--- config.mk ---
export PLATFORM = sky130hd
export DESIGN_NAME = ulr_regs
export DESIGN_NICKNAME = d
export VERILOG_FILES = /design/src/design/ulr_pkg.sv /design/src/design/ulr_fifo.sv /design/src/design/ulr_regs.sv
export VERILOG_INCLUDE_DIRS = /design/src /design/src/design
export SDC_FILE = /design/constraint.sdc
export NUM_CORES = 1
export LEC_CHECK = 0
export ABC_AREA = 1
export BUFFER_PORTS_ARGS = -buffer_cell sky130_fd_sc_hd__buf_2
export CAP_MARGIN = 20
export CORE_UTILIZATION = 60
export CTS_CLUSTER_DIAMETER = 100
export CTS_CLUSTER_SIZE = 20
export DETAILED_ROUTE_END_ITERATION = 8
export GPL_TIMING_DRIVEN = 0
export PLACE_DENSITY = 0.88
export SYNTH_ARGS = -nofsm -noshare
export SYNTH_HDL_FRONTEND = slang
export SYNTH_HIERARCHICAL = 1
export SYNTH_SLANG_ARGS = --single-unit
export TNS_END_PERCENT = 100
--- constraint.sdc ---
create_clock -name clk_sys -period 4.4 [get_ports clk_sys]
set_clock_uncertainty 0.1 [all_clocks]
set_input_delay 0.44 -clock clk_sys [delete_from_list [all_inputs] [get_ports clk_sys]]
set_output_delay 0.44 -clock clk_sys [all_outputs]
set_load 0.1 [all_outputs]
--- src/design/ulr_map.svh ---
// register offsets, field positions and reset values of the line status block
`ifndef ULR_MAP_SVH
`define ULR_MAP_SVH
// ==========================================
// register offsets on address lines A[4:0]
`define ULR_A_DATA 5'h00
`define ULR_A_IER 5'h01
`define ULR_A_IIR 5'h02
`define ULR_A_LCR 5'h03
`define ULR_A_MCR 5'h04
`define ULR_A_LSR 5'h05
`define ULR_A_MSR 5'h06
`define ULR_A_SSR 5'h11
// ==========================================
// field positions
`define ULR_LCR_PEN 3
`define ULR_LCR_BRK 6
`define ULR_LCR_DIV 7
`define ULR_MCR_RTS 1
`define ULR_MCR_LOOP 4
`define ULR_MCR_THR 6
`define ULR_MCR_DIV4 7
`define ULR_EFR_ENH 4
`define ULR_EFR_ARTS 6
`define ULR_IER_SLEEP 4
// receive word: data 7:0, flags 10:8 (break, framing, parity), last byte 11
`define ULR_RX_W 12
`define ULR_RX_LAST 11
// ==========================================
// reset values
`define ULR_RST_LCR 8'h00
`define ULR_RST_MCR 8'h00
`define ULR_RST_IER 8'h00
`define ULR_RST_EFR 8'h00
`define ULR_RST_RD 8'h00
`endif

--- src/design/ulr_pkg.sv ---
// types shared by the line status block
package ulr_pkg;
  typedef logic [7:0] ulr_byte_t;
  typedef logic [4:0] ulr_addr_t;
  // interrupt source codes, identification bits 5:1
  typedef enum logic [4:0] {
    ULR_IID_MODEM = 5'b00000,
    ULR_IID_THR = 5'b00001,
    ULR_IID_RHR = 5'b00010,
    ULR_IID_LINE = 5'b00011,
    ULR_IID_TMO = 5'b00110,
    ULR_IID_XOFF = 5'b01000,
    ULR_IID_FLOW = 5'b10000
  } ulr_iid_t;
  // stop length selection
  typedef enum logic [1:0] {
    ULR_STOP_1 = 2'b00,
    ULR_STOP_1_5 = 2'b01,
    ULR_STOP_2 = 2'b10
  } ulr_stop_t;
endpackage

--- src/design/ulr_fifo.sv ---
// receive fifo with registered head word
`timescale 1ns/1ps
`default_nettype none
module ulr_fifo #(
  parameter int W = 12,
  parameter int D = 8
) (
  // clock, reset, freeze
  input wire logic clk_sys,
  input wire logic rst_n,
  input wire logic ce,
  // fill side
  input wire logic in_valid,
  output var logic in_ready,
  input wire logic [W-1:0] in_data,
  // drain side
  output var logic out_valid,
  input wire logic out_ready,
  output var logic [W-1:0] out_data,
  output var logic [$clog2(D):0] count
);
  localparam int AW = $clog2(D);
  localparam logic [AW:0] FULL_CNT = (AW+1)'(D);
  // ==========================================
  // depth check
  if (D < 2 || (1 << AW) != D) begin : g_chk
    $error("ulr_fifo depth must be a power of two");
  end
  // ==========================================
  // storage and pointers
  logic [W-1:0] mem [D];
  logic [AW-1:0] wp_r;
  logic [AW-1:0] rp_r;
  logic [AW-1:0] rp_nxt;
  logic [AW:0] cnt_nxt;
  wire push = in_valid && in_ready;
  wire pop = out_valid && out_ready;
  assign rp_nxt = pop ? rp_r + 1'b1 : rp_r;
  assign cnt_nxt = count + {{AW{1'b0}}, push} - {{AW{1'b0}}, pop};
  // memory write
  always_ff @(posedge clk_sys) begin
    if (ce && push) begin
      mem[wp_r] <= in_data;
    end
  end
  // pointers, flags and head word
  always_ff @(posedge clk_sys or negedge rst_n) begin
    if (!rst_n) begin
      wp_r <= '0;
      rp_r <= '0;
      count <= '0;
      in_ready <= 1'b1;
      out_valid <= 1'b0;
      out_data <= '0;
    end else if (ce) begin
      if (push) begin
        wp_r <= wp_r + 1'b1;
      end
      rp_r <= rp_nxt;
      count <= cnt_nxt;
      in_ready <= cnt_nxt != FULL_CNT;
      out_valid <= cnt_nxt != '0;
      out_data <= (push && wp_r == rp_nxt) ? in_data : mem[rp_nxt]; // bypass into empty
    end
  end
endmodule
`default_nettype wire

--- src/design/ulr_regs.sv ---
// line control, status, modem and interrupt registers of the serial port
`timescale 1ns/1ps
`default_nettype none
`include "ulr_map.svh"
module ulr_regs #(
  parameter int RX_DEPTH = 8
) (
  // clock, reset, freeze
  input wire logic clk_sys,
  input wire logic rst_n,
  input wire logic ce,
  // register port
  input wire logic cs,
  input wire ulr_pkg::ulr_addr_t addr,
  input wire logic wr_stb,
  input wire logic rd_stb,
  input wire ulr_pkg::ulr_byte_t wdata,
  output var ulr_pkg::ulr_byte_t rdata_r,
  // registers held outside
  output var logic ext_wr_r,
  output var ulr_pkg::ulr_addr_t ext_addr_r,
  output var ulr_pkg::ulr_byte_t ext_wdata_r,
  input wire ulr_pkg::ulr_byte_t ext_rdata,
  // mode
  input wire logic sir_mode,
  // receiver
  input wire logic rx_valid,
  output var logic rx_ready,
  input wire ulr_pkg::ulr_byte_t rx_data,
  input wire logic [2:0] rx_flags,
  input wire logic rx_last,
  input wire logic frame_too_long,
  input wire logic start_flag,
  // frame status fifo
  input wire logic [2:0] sts_head,
  input wire logic sts_empty,
  input wire logic sts_full,
  // transmitter
  output var logic tx_wr_r,
  output var ulr_pkg::ulr_byte_t tx_data_r,
  input wire logic tx_hold_empty,
  input wire logic tx_shift_empty,
  input wire logic tx_full,
  input wire logic tx_int,
  // pins
  input wire logic rx_pin,
  input wire logic cts_pin_n,
  input wire logic dsr_pin_n,
  output var logic tx_pin_r,
  output var logic rx_line_r,
  output var logic rts_pin_n_r,
  // flow and power
  input wire logic auto_rts_n,
  input wire logic wake_en,
  input wire logic module_idle,
  output var logic baud_stop_r,
  // interrupt sources
  input wire logic rx_trig,
  input wire logic rx_tmo,
  input wire logic thr_req,
  input wire logic xoff_evt,
  input wire logic flow_evt,
  input wire logic sts_trig,
  input wire logic tx_under,
  input wire logic rx_eof,
  input wire logic [1:0] fifo_mirror,
  output var logic irq_n_r,
  // format controls
  output var logic [1:0] word_len_r,
  output var ulr_pkg::ulr_stop_t stop_len_r,
  output var logic parity_en_r,
  output var logic [1:0] parity_type_r,
  output var logic break_en_r,
  output var logic div_access_r,
  output var logic loop_en_r,
  output var logic thr_access_r,
  output var logic clk_div4_r
);
  import ulr_pkg::*;
  localparam int CW = $clog2(RX_DEPTH) + 1;

  // ==========================================
  // address decode
  function automatic logic hit(input ulr_addr_t a, input ulr_addr_t off);
    hit = a == off;
  endfunction

  ulr_byte_t lcr_r;
  ulr_byte_t mcr_r;
  ulr_byte_t ier_r;
  ulr_byte_t efr_r;
  wire wr = cs && wr_stb;
  wire rd = cs && rd_stb;
  wire alt = lcr_r[`ULR_LCR_DIV];
  wire enh = efr_r[`ULR_EFR_ENH];
  wire loop = mcr_r[`ULR_MCR_LOOP];
  // alternate decode under lcr bit 7
  wire at_data = hit(addr, `ULR_A_DATA) && !alt;
  wire at_ier = hit(addr, `ULR_A_IER) && !alt;
  wire at_iir = hit(addr, `ULR_A_IIR) && !alt;
  wire at_efr = hit(addr, `ULR_A_IIR) && alt;
  wire at_lcr = hit(addr, `ULR_A_LCR);
  wire at_mcr = hit(addr, `ULR_A_MCR);
  wire at_lsr = hit(addr, `ULR_A_LSR);
  wire at_msr = hit(addr, `ULR_A_MSR) && !(enh && mcr_r[`ULR_MCR_THR]);
  wire at_ssr = hit(addr, `ULR_A_SSR);
  wire own_rd = at_data | at_ier | at_iir | at_efr | at_lcr | at_mcr | at_lsr
    | at_msr | at_ssr;
  wire own_wr = at_data | at_ier | at_efr | at_lcr | at_mcr | at_lsr | at_ssr;
  wire rd_lsr = rd && at_lsr;
  wire rd_msr = rd && at_msr;

  // ==========================================
  // receive fifo
  logic discard_r;
  logic ovr_r;
  logic last_r;
  logic [CW-1:0] err_r;
  logic f_in_ready;
  logic f_valid;
  logic [`ULR_RX_W-1:0] f_head;
  logic [CW-1:0] f_count;
  wire rx_take = rx_valid && !(sir_mode && discard_r);
  wire push = rx_take && f_in_ready;
  wire pop = rd && at_data && f_valid;
  wire [2:0] head_flg = f_valid ? f_head[10:8] : 3'b000;
  wire ovr_set = rx_take && !f_in_ready;

  ulr_fifo #(
    .W(`ULR_RX_W),
    .D(RX_DEPTH)
  ) u_rx_fifo (
    .clk_sys(clk_sys),
    .rst_n(rst_n),
    .ce(ce),
    .in_valid(rx_take),
    .in_ready(f_in_ready),
    .in_data({rx_last, rx_flags, rx_data}),
    .out_valid(f_valid),
    .out_ready(rd && at_data),
    .out_data(f_head),
    .count(f_count)
  );
  assign rx_ready = f_in_ready;

  // flagged character count
  wire err_inc = push && (|rx_flags);
  wire err_dec = pop && (|f_head[10:8]);
  // receive status flags, set wins over clear
  always_ff @(posedge clk_sys or negedge rst_n) begin
    if (!rst_n) begin
      discard_r <= 1'b0;
      ovr_r <= 1'b0;
      last_r <= 1'b0;
      err_r <= '0;
    end else if (ce) begin
      discard_r <= frame_too_long | (discard_r & !start_flag);
      ovr_r <= ovr_set | (ovr_r & !rd_lsr);
      last_r <= (sir_mode && pop && f_head[`ULR_RX_LAST]) | (last_r & !rd_lsr);
      err_r <= err_r + CW'(err_inc) - CW'(err_dec);
    end
  end

  // ==========================================
  // pin synchronisers and filters
  logic [2:0] s1_r;
  logic [2:0] s2_r;
  logic [2:0] s3_r;
  logic [2:0] filt_r;
  logic [2:0] filt_nxt;
  wire [2:0] pins = {dsr_pin_n, cts_pin_n, rx_pin};
  for (genvar i = 0; i < 3; i++) begin : g_sync
    assign filt_nxt[i] = (s2_r[i] == s3_r[i]) ? s3_r[i] : filt_r[i];
    // three stages, change taken when stages two and three agree
    always_ff @(posedge clk_sys or negedge rst_n) begin
      if (!rst_n) begin
        s1_r[i] <= 1'b1;
        s2_r[i] <= 1'b1;
        s3_r[i] <= 1'b1;
        filt_r[i] <= 1'b1;
      end else if (ce) begin
        s1_r[i] <= pins[i];
        s2_r[i] <= s1_r[i];
        s3_r[i] <= s2_r[i];
        filt_r[i] <= filt_nxt[i];
      end
    end
  end
  wire [2:0] fall = filt_r & ~filt_nxt;

  // ==========================================
  // register writes with enhanced gating
  wire w_lcr = wr && at_lcr;
  wire w_mcr = wr && at_mcr;
  wire w_ier = wr && at_ier;
  wire w_efr = wr && at_efr;
  wire [7:0] mcr_keep = enh ? 8'h00 : 8'hE0;
  wire [7:0] ier_keep = (enh || sir_mode) ? 8'h00 : 8'hF0;
  wire [7:0] mcr_nxt = w_mcr ? ((wdata & ~mcr_keep) | (mcr_r & mcr_keep)) : mcr_r;
  wire [7:0] ier_nxt = w_ier ? ((wdata & ~ier_keep) | (ier_r & ier_keep)) : ier_r;
  wire cts_chg = loop ? (mcr_nxt[1] != mcr_r[1]) : (filt_nxt[1] != filt_r[1]);
  wire dsr_chg = loop ? (mcr_nxt[0] != mcr_r[0]) : (filt_nxt[2] != filt_r[2]);
  logic [1:0] msr_d_r;
  logic wake_r;
  // control registers
  always_ff @(posedge clk_sys or negedge rst_n) begin
    if (!rst_n) begin
      lcr_r <= `ULR_RST_LCR;
      mcr_r <= `ULR_RST_MCR;
      ier_r <= `ULR_RST_IER;
      efr_r <= `ULR_RST_EFR;
    end else if (ce) begin
      if (w_lcr) begin
        lcr_r <= wdata;
      end
      if (w_efr) begin
        efr_r <= wdata;
      end
      mcr_r <= mcr_nxt;
      ier_r <= ier_nxt;
    end
  end
  // modem change and wake flags, set wins over clear
  always_ff @(posedge clk_sys or negedge rst_n) begin
    if (!rst_n) begin
      msr_d_r <= 2'b00;
      wake_r <= 1'b0;
    end else if (ce) begin
      msr_d_r <= {dsr_chg, cts_chg} | (msr_d_r & {2{!rd_msr}});
      wake_r <= (wake_en && (|fall)) | (wake_r & wake_en);
    end
  end

  // ==========================================
  // interrupt sources and priority
  wire uart = !sir_mode;
  wire src_line = uart && ier_r[2] && (ovr_r || (|head_flg));
  wire src_tmo = uart && ier_r[0] && rx_tmo;
  wire src_rhr = uart && ier_r[0] && rx_trig;
  wire src_thr = uart && ier_r[1] && thr_req;
  wire src_mdm = uart && ier_r[3] && (|msr_d_r);
  wire src_xoff = uart && ier_r[5] && xoff_evt;
  wire src_flow = uart && (ier_r[6] || ier_r[7]) && flow_evt;
  wire pend = src_line | src_tmo | src_rhr | src_thr | src_mdm | src_xoff | src_flow;
  // highest pending source wins
  wire ulr_iid_t iid = src_line ? ULR_IID_LINE :
    src_tmo ? ULR_IID_TMO :
    src_rhr ? ULR_IID_RHR :
    src_thr ? ULR_IID_THR :
    src_mdm ? ULR_IID_MODEM :
    src_xoff ? ULR_IID_XOFF :
    src_flow ? ULR_IID_FLOW : ULR_IID_MODEM;
  // infrared sources, bit 0 to 7
  wire sts_err = !sts_empty && (|sts_head);
  wire [7:0] sir_src = ier_r & {rx_eof, sts_err, tx_under, sts_trig, ovr_r, last_r,
    thr_req, rx_trig};

  // ==========================================
  // read data selection
  wire tx_all_empty = tx_hold_empty && tx_shift_empty;
  wire rx_fifo_any_error = err_r != '0;
  wire [7:0] lsr_uart = {rx_fifo_any_error, tx_all_empty, tx_hold_empty, head_flg,
    ovr_r, f_valid};
  wire [2:0] sts_flg = sts_empty ? 3'b000 : sts_head;
  wire [7:0] lsr_sir = {tx_hold_empty, sts_full, last_r, sts_flg, sts_empty,
    !f_valid};
  wire [1:0] live = loop ? {mcr_r[0], mcr_r[1]} : ~filt_r[2:1];
  wire [7:0] msr_rd = {2'b00, live, 2'b00, msr_d_r};
  wire [7:0] iir_rd = sir_mode ? sir_src : {fifo_mirror, iid, !pend};
  wire [7:0] lsr_rd = sir_mode ? lsr_sir : lsr_uart;
  wire [7:0] rd_mux = !own_rd ? ext_rdata :
    at_data ? f_head[7:0] :
    at_ier ? ier_r :
    at_iir ? iir_rd :
    at_efr ? efr_r :
    at_lcr ? lcr_r :
    at_mcr ? mcr_r :
    at_lsr ? lsr_rd :
    at_msr ? msr_rd : {6'h00, wake_r, tx_full};
  wire ulr_stop_t stop_nxt = !lcr_r[2] ? ULR_STOP_1 :
    (lcr_r[1:0] == 2'b00) ? ULR_STOP_1_5 : ULR_STOP_2;

  // ==========================================
  // read data, forwarded and transmit strobes
  always_ff @(posedge clk_sys or negedge rst_n) begin
    if (!rst_n) begin
      rdata_r <= `ULR_RST_RD;
      ext_wr_r <= 1'b0;
      ext_addr_r <= '0;
      ext_wdata_r <= '0;
      tx_wr_r <= 1'b0;
      tx_data_r <= '0;
    end else if (ce) begin
      if (rd) begin
        rdata_r <= rd_mux;
      end
      ext_wr_r <= wr && !own_wr;
      ext_addr_r <= addr;
      ext_wdata_r <= wdata;
      tx_wr_r <= wr && at_data && !tx_full;
      if (wr && at_data) begin
        tx_data_r <= wdata;
      end
    end
  end
  // pins, interrupt line and format outputs
  always_ff @(posedge clk_sys or negedge rst_n) begin
    if (!rst_n) begin
      tx_pin_r <= 1'b1;
      rx_line_r <= 1'b1;
      rts_pin_n_r <= 1'b1;
      baud_stop_r <= 1'b0;
      irq_n_r <= 1'b1;
      stop_len_r <= ULR_STOP_1;
    end else if (ce) begin
      tx_pin_r <= loop ? 1'b1 : tx_int;
      rx_line_r <= loop ? tx_int : filt_r[0];
      rts_pin_n_r <= efr_r[`ULR_EFR_ARTS] ? auto_rts_n : !mcr_r[`ULR_MCR_RTS];
      baud_stop_r <= uart && ier_r[`ULR_IER_SLEEP] && module_idle;
      irq_n_r <= sir_mode ? !(|sir_src) : !pend;
      stop_len_r <= stop_nxt;
    end
  end
  // format fields straight from the control registers
  assign word_len_r = lcr_r[1:0];
  assign parity_en_r = lcr_r[`ULR_LCR_PEN];
  assign parity_type_r = lcr_r[5:4];
  assign break_en_r = lcr_r[`ULR_LCR_BRK];
  assign div_access_r = lcr_r[`ULR_LCR_DIV];
  assign loop_en_r = mcr_r[`ULR_MCR_LOOP];
  assign thr_access_r = mcr_r[`ULR_MCR_THR];
  assign clk_div4_r = mcr_r[`ULR_MCR_DIV4];
endmodule
`default_nettype wire

==> Yosys cells after proc, flatten, opt, wreduce, memory -nomap -nowiden <==
Memories as Yosys holds them, arrays and structs flattened. A register that Yosys moved wholly into a read port is not among the register bits.
Index checks and enable logic that the tools add are counted.
{ "op_classes": {"n_reduce_logical": 83, "n_shift": 0, "multipliers": 0, "n_lt_le_gt_ge": 0, "n_eq_ne": 15, "n_mux": 38, "div_mod_pow": 0, "n_addsub": 6, "bitwise_logic": 41} }
{ "op_table": {"columns": ["cell", "count"], "rows": [
  ["$mux 8", 12],
  ["$logic_and 1x1->1", 46],
  ["$and 8x8->8", 5],
  ["$mux 5", 7],
  ["$or 1x1->1", 23],
  ["$logic_not 1->1", 16],
  ["$not 8->8", 2],
  ["$or 8x8->8", 2],
  ["$eq 5x3->1 const B", 3],
  ["$reduce_or 3->1", 5],
  ["$reduce_and 2->1", 7],
  ["$mux 1", 11],
  ["$eq 5x2->1 const B", 2],
  ["$mux 3", 3],
  ["$add 4x1->4", 2],
  ["$mux 2", 4],
  ["$reduce_bool 4->1", 2],
  ["$reduce_or 8->1", 1],
  ["$sub 4x1->4", 2],
  ["$add 3x1->3 const B", 2],
  ["$mux 6", 1],
  ["$eq 5x1->1 const B", 1],
  ["$eq 5x5->1 const B", 1],
  ["$logic_not 5->1", 1],
  ["12 further kinds", 22]
]} }
{ "totals": {"rom_bits": 0, "latchBits": 0, "ff_bits": 104, "ramBits": 96, "in_bits": 68, "n_memories": 1, "elab_cells": 224, "out_inout_bits": 49} }
{ "mem_list": {"columns": ["memory", "depth", "width", "read_ports", "rd_ports_with_merged_regs", "wr", "line", "text"], "rows": [
  ["u_rx_fifo.mem", 8, 12, 1, 1, 1, "ulr_fifo.sv:31", "logic [W-1:0] mem [D];"]
]} }

==> Depth between registers and ports, before layout <==
Gate-level depths: netlist of the first run.
{ "logic_depth": {"depth_word": 16, "mapped_depth": 17, "ltp_nobuf": 17} }

==> Cells and area by module <==
The synthesis of the first run kept the hierarchy.
{ "modules_own_cells": {"columns": ["module", "n_inst", "area_each_um2", "cells_each", "seq_area_each_um2"], "rows": [
  ["ulr_fifo", 1, 5485.3, 533, 3484.6],
  ["ulr_regs", 1, 4850.9, 642, 2322.2]
]} }

==> Least setup slack after synthesis of the first run <==
No wires, ideal clock.
{ "synth_timing": {"path_kind": "reg-to-reg", "start": "reg lcr_r[7]", "end": "reg u_rx_fifo.in_ready", "required_time_ps": 4222, "period_less_slack_ps": 3507, "n_path_buf": 0, "setup_slack_ps": 893, "t_arrival_ps": 3328, "path_stages_with_launch": 16, "cell_sequence": "dfrtp_1 nor3_2 inv_2 nor3_1 nand2_1 inv_1 ha_1 inv_1 ha_1 inv_1 fa_1 inv_1 nor3_1 inv_1 o22ai_1 inv_1"} }
{ "synth_between": {"elab_chain_len": 6} }
{ "synth_lines": {"columns": ["item", "line", "text"], "rows": [
  ["start: declaration", "ulr_regs.sv:88", "ulr_byte_t lcr_r;"],
  ["start signal: assignment", "ulr_regs.sv:208", "lcr_r <= `ULR_RST_LCR;"],
  ["start signal: assignment", "ulr_regs.sv:214", "lcr_r <= wdata;"],
  ["$logic_not 1->1", "ulr_regs.sv:98", "wire at_data = hit(addr, `ULR_A_DATA) && !alt;"],
  ["$logic_and 1x1->1", "ulr_regs.sv:98", null],
  ["$logic_and 1x1->1", "ulr_regs.sv:140", ".out_ready(rd && at_data),"],
  ["$logic_and 1x1->1", "ulr_fifo.sv:37", "wire pop = out_valid && out_ready;"],
  ["$sub 4x1->4", "ulr_fifo.sv:39", "assign cnt_nxt = count + {{AW{1'b0}}, push} - {{AW{1'b0}}, pop};"],
  ["$ne 4x4->1", "ulr_fifo.sv:61", "in_ready <= cnt_nxt != FULL_CNT;"],
  ["end signal: assignment", "ulr_fifo.sv:52", "in_ready <= 1'b1;"],
  ["end signal: assignment", "ulr_fifo.sv:61", null],
  ["end: declaration", "ulr_fifo.sv:14", "output var logic in_ready,"]
]} }
Every way passes these cells.
A chain may end at the register's enable or synchronous reset.

==> Worst setup path in the final report of the first run <==
Ends and elaborated chain as after synthesis.

==> metrics, run 1 <==
dominant cell type by area after synthesis edfxtp_1; #FFs+latches synth 212; vias 9068; Avg Inst Size Synth 8.80 um2; Hold Slack 68.6 ps; Sw Pwr 0.00198 W; fmax 257 MHz; Synth cell types 43; first-pass GRT wire length 44800 um; Power Density 461 mW/mm2; Sink Count 212; Sum Neg Setup Slack 0 ps; flip-flop and latch area 0.00581 mm2; fin crit share 88.5%; wire per inst 18.7 um; outcome complete, no violations; Max clock buf depth 3; relative slew slack 30.7%; core area 0.0167 mm2; initial drt markers 983; 1st-pass router iterations 6; share of cells above drive strength 1 16.5%; worst-margin pin slew 1040 ps; pin count of the biggest net entering global routing 69; RSZ-0062 raised after global routing no; crit path max fanout 7; WP data required 4710 ps; Die Width 133 um; Final Hold Vio Count 0; Max VDD drop 0.000460 V; DR vias/cell 5.88; CP arrival 4200 ps; fin crit period 3890 ps; Syn Inst Count 1175; Worst setup SP type flip-flop; sw frac 36.8%; leakage 5.48 nW; Synth area leaders edfxtp_1 28%, dfrtp_1 24%, nand2_1 12%, nand3_1 6.9%, dfstp_2 4.3%; DIE HEIGHT 133 um; XOR/XNOR Fraction of Synth Area 0.508%; port bufs 114; initial antenna violation count 0; clock-pin slew on the worst setup and hold paths 90 ps; post-synthesis net count 1258; starting density of the core 61.9%; Clock Latency Late Sink 480 ps; P_int 0.00340 W; dominant synthesized flop cell dfrtp_1; ANT cells 0; top-area cell type share of the netlist area 27.9%; share of synthesized cell area in full adder, half adder and majority cells 1.96%; detailed-route wire length 28800 um; nature of the critical path endpoint flip-flop; number of global-route vias before repair 8571; # H-tree levels 1; GP Congestion 1.01; final setup violating endpoints 0; sequential power share 46.2%; CTS tree yes; clock share of power 23.9%; max cap viols 0; Post-Syn Area 0.0103 mm2; Final Slew Violations 0; Synth Area in Simple Gates 26.3%; post-synthesis mux area share 0%; fillers 1276; clock buffer count from CTS 14; combinational fraction of design power 29.9%; largest family of logic cells by synthesized area simple AND/OR/NAND/NOR gates; GRT Overall Usage 32.9%; Syn-to-layout area delta 13.1%; Congestion Overflow GR 0; post-route ant nets 0; HP Class primary input to flip-flop; Synth warnings 6; Layout Nets 1396; Rows 47; post-synthesis async set-or-reset flop share 54.7%; Synth Area in Compound Gates 7.70%; Post-synth EDFFs 96; area of the multi-input gates 0.00377 mm2; dpl hpwl 20600 um; postcts setup bufs 0; most instantiated cells after synthesis 340 x nand2_1, 143 x nand3_1, 117 x inv_1; crit path kind flip-flop to flip-flop; I/O pins 117; DRC Markers 0; DIE AREA 0.0178 mm2; sequential-to-total area share from yosys stat 56.2%; clock root buffer clkbuf_16; count leader, synth nand2_1
## worst max-delay path: stages, from the launching register on
cell	delay (ps)
dfrtp_1	510
nor3_2	420
inv_2	120
nor3_1	750
nand2_1	230
inv_1	110
ha_1	220
inv_1	60
ha_1	160
inv_1	60
fa_1	520
inv_1	50
nor3_1	260
inv_1	70
o22ai_1	140
inv_1	50
## per-stage QoR
step	total power [W]	setup slack (ps)	std cells	utilization (%)	cell area [um2]
global placement	0.00400	469	1509	67.0	11200
finish	0.00538	506	1541	70.0	11700
detailed placement	0.00408	404	1513	67.3	11200
global route	0.00562	324	1541	70.0	11700
CTS	0.00536	613	1538	69.9	11700
floorplan	0.00363	893	1175	-	10300
## sequential cells by signal, summed over array words and instances (netlist names), 2 cells and up, named ones only
register / count
u_rx_fifo/mem: 96
u_rx_fifo/out_data: 12
efr_r: 8
ext_wdata_r: 8
lcr_r: 8
rdata_r: 8
tx_data_r: 8
ext_addr_r: 5
mcr_r: 5
err_r: 4
ier_r: 4
u_rx_fifo/count: 4
filt_r: 3
s1_r: 3
s2_r: 3
s3_r: 3
u_rx_fifo/rp_r: 3
u_rx_fifo/wp_r: 3
msr_d_r: 2
stop_len_r: 2
## power by group through the flow
| stage | logic (W) | clock network, W | registers (W) |
|---|---|---|---|
| after floorplan | 0.000832 | 0 | 0.00280 |
| after global placement | 0.00149 | 0 | 0.00251 |
| after detailed placement | 0.00156 | 0 | 0.00252 |
| after CTS | 0.00158 | 0.00130 | 0.00248 |
| after global routing | 0.00175 | 0.00137 | 0.00251 |
| final | 0.00161 | 0.00129 | 0.00249 |
## per-layer routing
layer  vias up  track usage [%]  part of all wire, %
met4         0             10.7                  2.9
met2       535             56.3                   49
met5         -                0                    0
li1       4152                -                    -
met3        72             4.53                  9.1
met1      4309             43.3                   39
## layout make-up
type	instances	area share, %
flip-flops and latches	212	49.7
multi-input cells	777	32.3
repair buffers	122	5.67
inverters	135	4.34
clock buffers	23	3.47
well taps	220	2.35
plain buffers	51	2.14
clock inverters	1	0.0749
## logic make-up (layout without fill, tap and decap cells)
group	count (synthesis)	after routing
simple gates	607	607
flops	212	212
buf+inv	186	332
compound gates	149	149
fa+ha+maj	15	15
xor+xnor	6	6
## worst paths after layout
| check | startpoint | end | slack, ps | cells past startpoint |
|---|---|---|---|---|
| min in group asynchronous | rst_n | ext_wdata_r[0] | 440 | 2 |
| worst max register to register | lcr_r[7] | u_rx_fifo/in_ready | 510 | 15 |
| max in group asynchronous | rst_n | s1_r[0] | 2970 | 3 |
| worst max-delay path | lcr_r[7] | u_rx_fifo/in_ready | 510 | 15 |
| worst min register to register | s1_r[2] | s2_r[2] | 370 | 2 |
| worst min-delay path | rx_pin | s1_r[0] | 70 | 3 |
## what timing repair did
action,CTS,global route
hold buffers,1,0
endpoints found under the hold margin,47,0
gates resized for setup,0,0
setup endpoints to repair,0,0
## cell usage in the layout, fill, tap and decap left out, types with 15 or more instances in the layout
cell type / count
a21oi_1: 20
inv_1: 117
clkbuf_1: 26
nand3b_1: 43
buf_2: 127
o21ai_1: 38
dfstp_2: 17
nand2_1: 340
o21ai_0: 71
edfxtp_1: 96
nor2_1: 45
inv_2: 16
nand3_1: 143
dfrtp_1: 99
clkbuf_16: 15
Power figures use the tool's default switching activity.
==> run 2: changes to the inputs <==
ABC_AREA = unset   (was 1)
BUFFER_PORTS_ARGS = -buffer_cell sky130_fd_sc_hd__clkbuf_2   (was -buffer_cell sky130_fd_sc_hd__buf_2)
==> metrics, run 2 <==
Max clock buf depth 3 (unchanged); post-route ant nets 0 (unchanged); final setup violating endpoints 0 (unchanged); fmax 247 MHz (-4.0%); Sum Neg Setup Slack 0 ps (unchanged); port bufs 115 (+0.88%); first-pass GRT wire length 39800 um (-11%); Avg Inst Size Synth 11.8 um2 (+35%); #FFs+latches synth 212 (unchanged); pin count of the biggest net entering global routing 117 (+70%); max reg flops 96 (unchanged); fin crit period 4060 ps (+161 ps); fillers 1205 (-5.6%); dpl hpwl 18800 um (-8.8%); starting density of the core 61.5% (-0.43 points); most instantiated cells after synthesis 99 x dfrtp_1, 96 x edfxtp_1, 94 x nand2_1; Hold Slack -5.50 ps (-74.1 ps); 1st-pass router iterations 5 (-1); clock-pin slew on the worst setup and hold paths 90 ps (about the same); Sink Count 212 (unchanged); detailed-route wire length 25400 um (-12%); ANT cells 0 (unchanged); CP startpoint lcr_r[7]; top-area cell type share of the netlist area 28.3% (+0.39 points); Layout Nets 1083 (-22%); # H-tree levels 1 (unchanged); CTS tree yes; reg2reg start lcr_r[7]; Final Cell Area 0.0116 mm2 (-1.2%); initial antenna violation count 0 (unchanged); GRT Overall Usage 29.5% (-3.3 points); WP data required 4650 ps (-60 ps); most frequent cells in the layout 116 x clkbuf_2, 99 x dfrtp_1, 96 x edfxtp_1; vias 7558 (-17%); postcts setup bufs 0 (unchanged); DIE AREA 0.0175 mm2 (-1.4%); Synth area leaders edfxtp_1 28%, dfrtp_1 24%, mux2_2 7.3%, dfstp_2 4.4%, nand2_1 3.5%; post-synthesis net count 944 (-25%); max cap viols 0 (unchanged); Synth warnings 6 (unchanged); share of cells above drive strength 1 27.5% (+11 points); Syn-to-layout area delta 13.3%; leakage 4.73 nW (-14%); placed instance area 0.0111 mm2 (-1.3%); Synth cell types 86 (+100%); Post-Layout Cell Count 1228 (-20%); Worst setup SP type flip-flop; DRC Markers 0 (unchanged); fin crit share 92.2% (+3.7 points); post-synthesis async set-or-reset flop share 54.7% (unchanged); Syn Inst Count 861 (-27%); sequential-to-total area share from yosys stat 57.0% (+0.79 points); Power, Total 0.00509 W (-5.5%); Placed Cells 1199 (-21%); crit path max fanout 10 (+3); RSZ-0062 raised after global routing no; number of global-route vias before repair 7284 (-15%); initial drt markers 763 (-22%); # hold bufs at CTS 0 (-1); DIE HEIGHT 132 um (-0.69%); Post-Syn Area 0.0102 mm2 (-1.4%); clock buffer count from CTS 14 (unchanged); failing checks hold timing; DR vias/cell 6.15 (+4.6%); dominant synthesized flop cell dfrtp_1; wire per inst 20.7 um (+11%); outcome finished, violations left; CP arrival 4310 ps (+110 ps); Post-synth EDFFs 96 (unchanged); count leader, synth dfrtp_1; Die Width 132 um (-0.69%); HP Class primary input to async pin; Final Hold Vio Count 6 (+6); most common cell after layout, fill and taps aside clkbuf_2; relative slew slack 39.3% (+8.6 points); crit path kind flip-flop to flip-flop; Congestion Overflow GR 0 (unchanged); core area 0.0166 mm2 (-0.70%); Power Density 441 mW/mm2 (-4.4%); GP Congestion 0.987 (-2.1%); clock root buffer clkbuf_16; Clock Latency Late Sink 480 ps (about the same); I/O pins 117 (unchanged); dominant cell type by area after synthesis edfxtp_1; post-CTS resize count 0 (unchanged); worst-margin pin slew 910 ps (-125 ps); Top reg by flops u_rx_fifo/mem; Max VDD drop 0.000304 V (-34%); Rows 47 (unchanged); Largest regs u_rx_fifo/mem x96, u_rx_fifo/out_data x12; Final Slew Violations 0 (unchanged); nature of the critical path endpoint flip-flop
[run 2: cell families (layout without fill, tap and decap cells)]
| group | after synthesis | after routing | share of synthesized area [%] |
|---|---|---|---|
| DFF | 212 | 212 | 57.0 |
| muxes | 89 | 89 | 10.4 |
| xor gates and xnor gates | 18 | 18 | 1.62 |
| AOI/OAI and AO/OA | 174 | 174 | 11.5 |
| adders and majority gates | 15 | 15 | 1.99 |
| and+or+nand+nor | 278 | 278 | 14.1 |
| buffers and inverters | 75 | 222 | 3.41 |
[run 2: layer usage]
layer / track usage, % / wire (um) / vias to the layer above
li1: - / - / 3434
met4: 10.4 / 896 / 0
met3: 3.58 / 1660 / 56
met5: 0 / 0 / -
met2: 50.0 / 12500 / 340
met1: 39.6 / 10400 / 3728
[run 2: area by class of cell]
cell class	instances	area, um2	share of cell area (%)
sequential	212	5810	50.3
multi-input combinational	574	4050	35.0
inverter	26	100	0.867
tap	220	275	2.38
timing repair buffer	123	659	5.71
clock buffer	23	405	3.51
clock inverter	1	8.76	0.0758
buffer	49	248	2.14
[run 2: stage by stage]
step	utilization, %	setup slack (ps)
6_report	69.7	345
5_1_grt	69.7	158
4_1_cts	69.4	374
3_5_place_dp	66.9	137
3_3_place_gp	66.6	-141
2_1_floorplan	-	455
[run 2: power breakdown]
part           switching [W]  internal (W)  total (W)
sequential          0.000173       0.00232    0.00249
combinational       0.000870      0.000442    0.00131
clock               0.000647      0.000640    0.00129
total                0.00169       0.00340    0.00509
[run 2: path summary, 6_finish.rpt]
check / end / slack [ps] / cells past startpoint
max: u_rx_fifo/out_data[1] / 340 / 10
min: err_r[1] / -5 / 1
max reg2reg: u_rx_fifo/out_data[1] / 340 / 10
min reg2reg: rx_line_r / 400 / 2
max in group asynchronous: u_rx_fifo/out_data[4] / 3590 / 1
min in group clk_sys: tx_wr_r / 80 / 2
[run 2: worst max-delay path, stage by stage, from the launching register on]
cell     delay (ps)
dfrtp_1         500
or4_4           480
or2_4           270
buf_2           200
nor3_2          390
nand3_2         180
xnor2_1         740
buf_2           390
mux4_2          340
mux2i_1         210
o21ai_0         130
==> run 3: changes to the inputs <==
CORE_MARGIN = 1.5   (was unset)
==> metrics, run 3 (same netlist as run 2, synthesis figures left out) <==
outcome finished, violations left; failing checks hold timing; max cap viols 0 (unchanged); Layout Nets 1082 (-0.092%); max reg flops 96 (unchanged); Final Hold Vio Count 21 (+15); detailed-route wire length 25800 um (+1.6%); flip-flop and latch area 0.00581 mm2 (unchanged); clock buffer count from CTS 14 (unchanged); relative slew slack 26.6% (-13 points); worst slack, placed 159 ps (+22.4 ps); Hold Slack -56.9 ps (-51.4 ps); Clock Latency Late Sink 490 ps (about the same); area of the multi-input gates 0.00405 mm2 (unchanged); CTS tree yes; Sum Neg Setup Slack 0 ps (unchanged); pin count of the biggest net entering global routing 117 (unchanged); Post-Layout Cell Count 1227 (-0.081%); Final Slew Violations 0 (unchanged); initial antenna violation count 0 (unchanged); share of cells above drive strength 1 27.4% (-0.072 points); dpl hpwl 19000 um (+1.2%); DIE HEIGHT 133 um (+0.76%); worst setup margin 341 ps (-4.22 ps); first-pass GRT wire length 40400 um (+1.5%); post-route ant nets 0 (unchanged); ANT cells 0 (unchanged); Max clock buf depth 3 (unchanged); CP arrival 4310 ps (about the same); number of global-route vias before repair 7497 (+2.9%); Syn-to-layout area delta 13.2% (about the same); CP max stage delay 720 ps (-20 ps); worst-path cell chain or4_4, or2_4, buf_2, nor3_2, nand3_2, xnor2_1, buf_2, mux4_2, mux2i_1, o21ai_0; CP startpoint lcr_r[7]; Largest regs u_rx_fifo/mem x96, u_rx_fifo/out_data x12; Sink Count 212 (unchanged); fmax 246 MHz (-0.10%); RSZ-0062 raised after global routing no; fin crit share 92.3% (+0.096 points); most frequent cell on the critical path buf_2; initial drt markers 679 (-11%); worst-margin pin slew 1100 ps (+188 ps); starting density of the core 61.5% (unchanged); DRC Markers 0 (unchanged); crit path kind flip-flop to flip-flop; port bufs 115 (unchanged); nature of the critical path endpoint flip-flop; # hold bufs at CTS 0 (unchanged); clock-pin slew on the worst setup and hold paths 90 ps (about the same); Placed Cells 1200 (+0.083%); vias 7611 (+0.70%); DIE AREA 0.0178 mm2 (+1.5%); clock root buffer clkbuf_16; leakage 4.72 nW (-0.13%); GRT Overall Usage 29.4% (-0.14 points); 1st-pass router iterations 5 (unchanged); Rows 47 (unchanged); HP Class primary input to async pin; Congestion Overflow GR 0 (unchanged); most common cell after layout, fill and taps aside clkbuf_2; fillers 1199 (-0.50%); Top reg by flops u_rx_fifo/mem; crit path max-delay cell type xnor2_1; Max VDD drop 0.000343 V (+13%); fin crit period 4060 ps (+4.22 ps); # H-tree levels 1 (unchanged); WP data required 4650 ps (about the same); Power Density 443 mW/mm2 (+0.47%); final setup violating endpoints 0 (unchanged); core area 0.0166 mm2 (unchanged); post-CTS resize count 0 (unchanged); GP Congestion 0.940 (-4.7%); I/O pins 117 (unchanged); most frequent cells in the layout 116 x clkbuf_2, 99 x dfrtp_1, 96 x edfxtp_1; DR vias/cell 6.20 (+0.78%); Core Util, Final 69.6% (about the same); crit path max fanout 10 (unchanged); Die Width 133 um (+0.76%); wire per inst 21.1 um (+1.7%); postcts setup bufs 0 (unchanged); reg2reg start lcr_r[7]; Worst setup SP type flip-flop
[run 3: cell count changes in the layout (fill, tap and decap cells not counted), sizes merged]
cell  delta
buf      -1
[run 3: worst max-delay path, delay by kind of cell, from the launching register on]
kind	cells	cell delay, ps
AOI/OAI and AO/OA	1	120
xor gates and xnor gates	1	720
buffers and inverters	2	590
DFF	1	490
muxes	2	530
and+or+nand+nor	4	1350
[run 3: layout make-up]
class / count / share of cell area (%)
Inverter: 26 / 0.867
Timing Repair Buffer: 122 / 5.62
Multi-Input combinational cell: 574 / 35.1
Buffer: 49 / 2.15
Tap cell: 220 / 2.39
Clock buffer: 23 / 3.51
Clock inverter: 1 / 0.0759
Sequential cell: 212 / 50.3
[run 3: report_power, final]
group          internal (W)  switching [W]  leakage (nW)  total, W
clock              0.000640       0.000660         0.199   0.00130
sequential          0.00232       0.000179          2.29   0.00250
combinational      0.000440       0.000872          2.23   0.00131
[run 3: per-layer routing]
metal  up-vias  share of wire, %  GRT usage [%]  wire length, um
met3        65               6.5           3.54             1690
met1      3766                40           39.0            10400
met2       343                49           49.8            12700
met4         0               4.1           11.7             1050
met5         -                 0              0                0
li1       3437                 -              -                -
[run 3: path summary, 6_finish.rpt]
check	depth (start not counted)	endpoint	slack, ps
setup reg to reg	10	u_rx_fifo/out_data[4]	340
hold / removal	1	ext_wdata_r[2]	-60
setup / recovery	10	u_rx_fifo/out_data[4]	340
hold reg to reg	2	irq_n_r	390
min in group clk_sys	2	tx_wr_r	70
max in group asynchronous	1	tx_data_r[2]	3590
[run 3: per-stage QoR]
| stage | power [W] | instance area, um2 |
|---|---|---|
| finish | 0.00511 | 11500 |
| global placement | 0.00377 | 11000 |
| floorplan | 0.00347 | 10200 |
| global route | 0.00530 | 11500 |
| CTS | 0.00511 | 11500 |
| detailed placement | 0.00383 | 11100 |
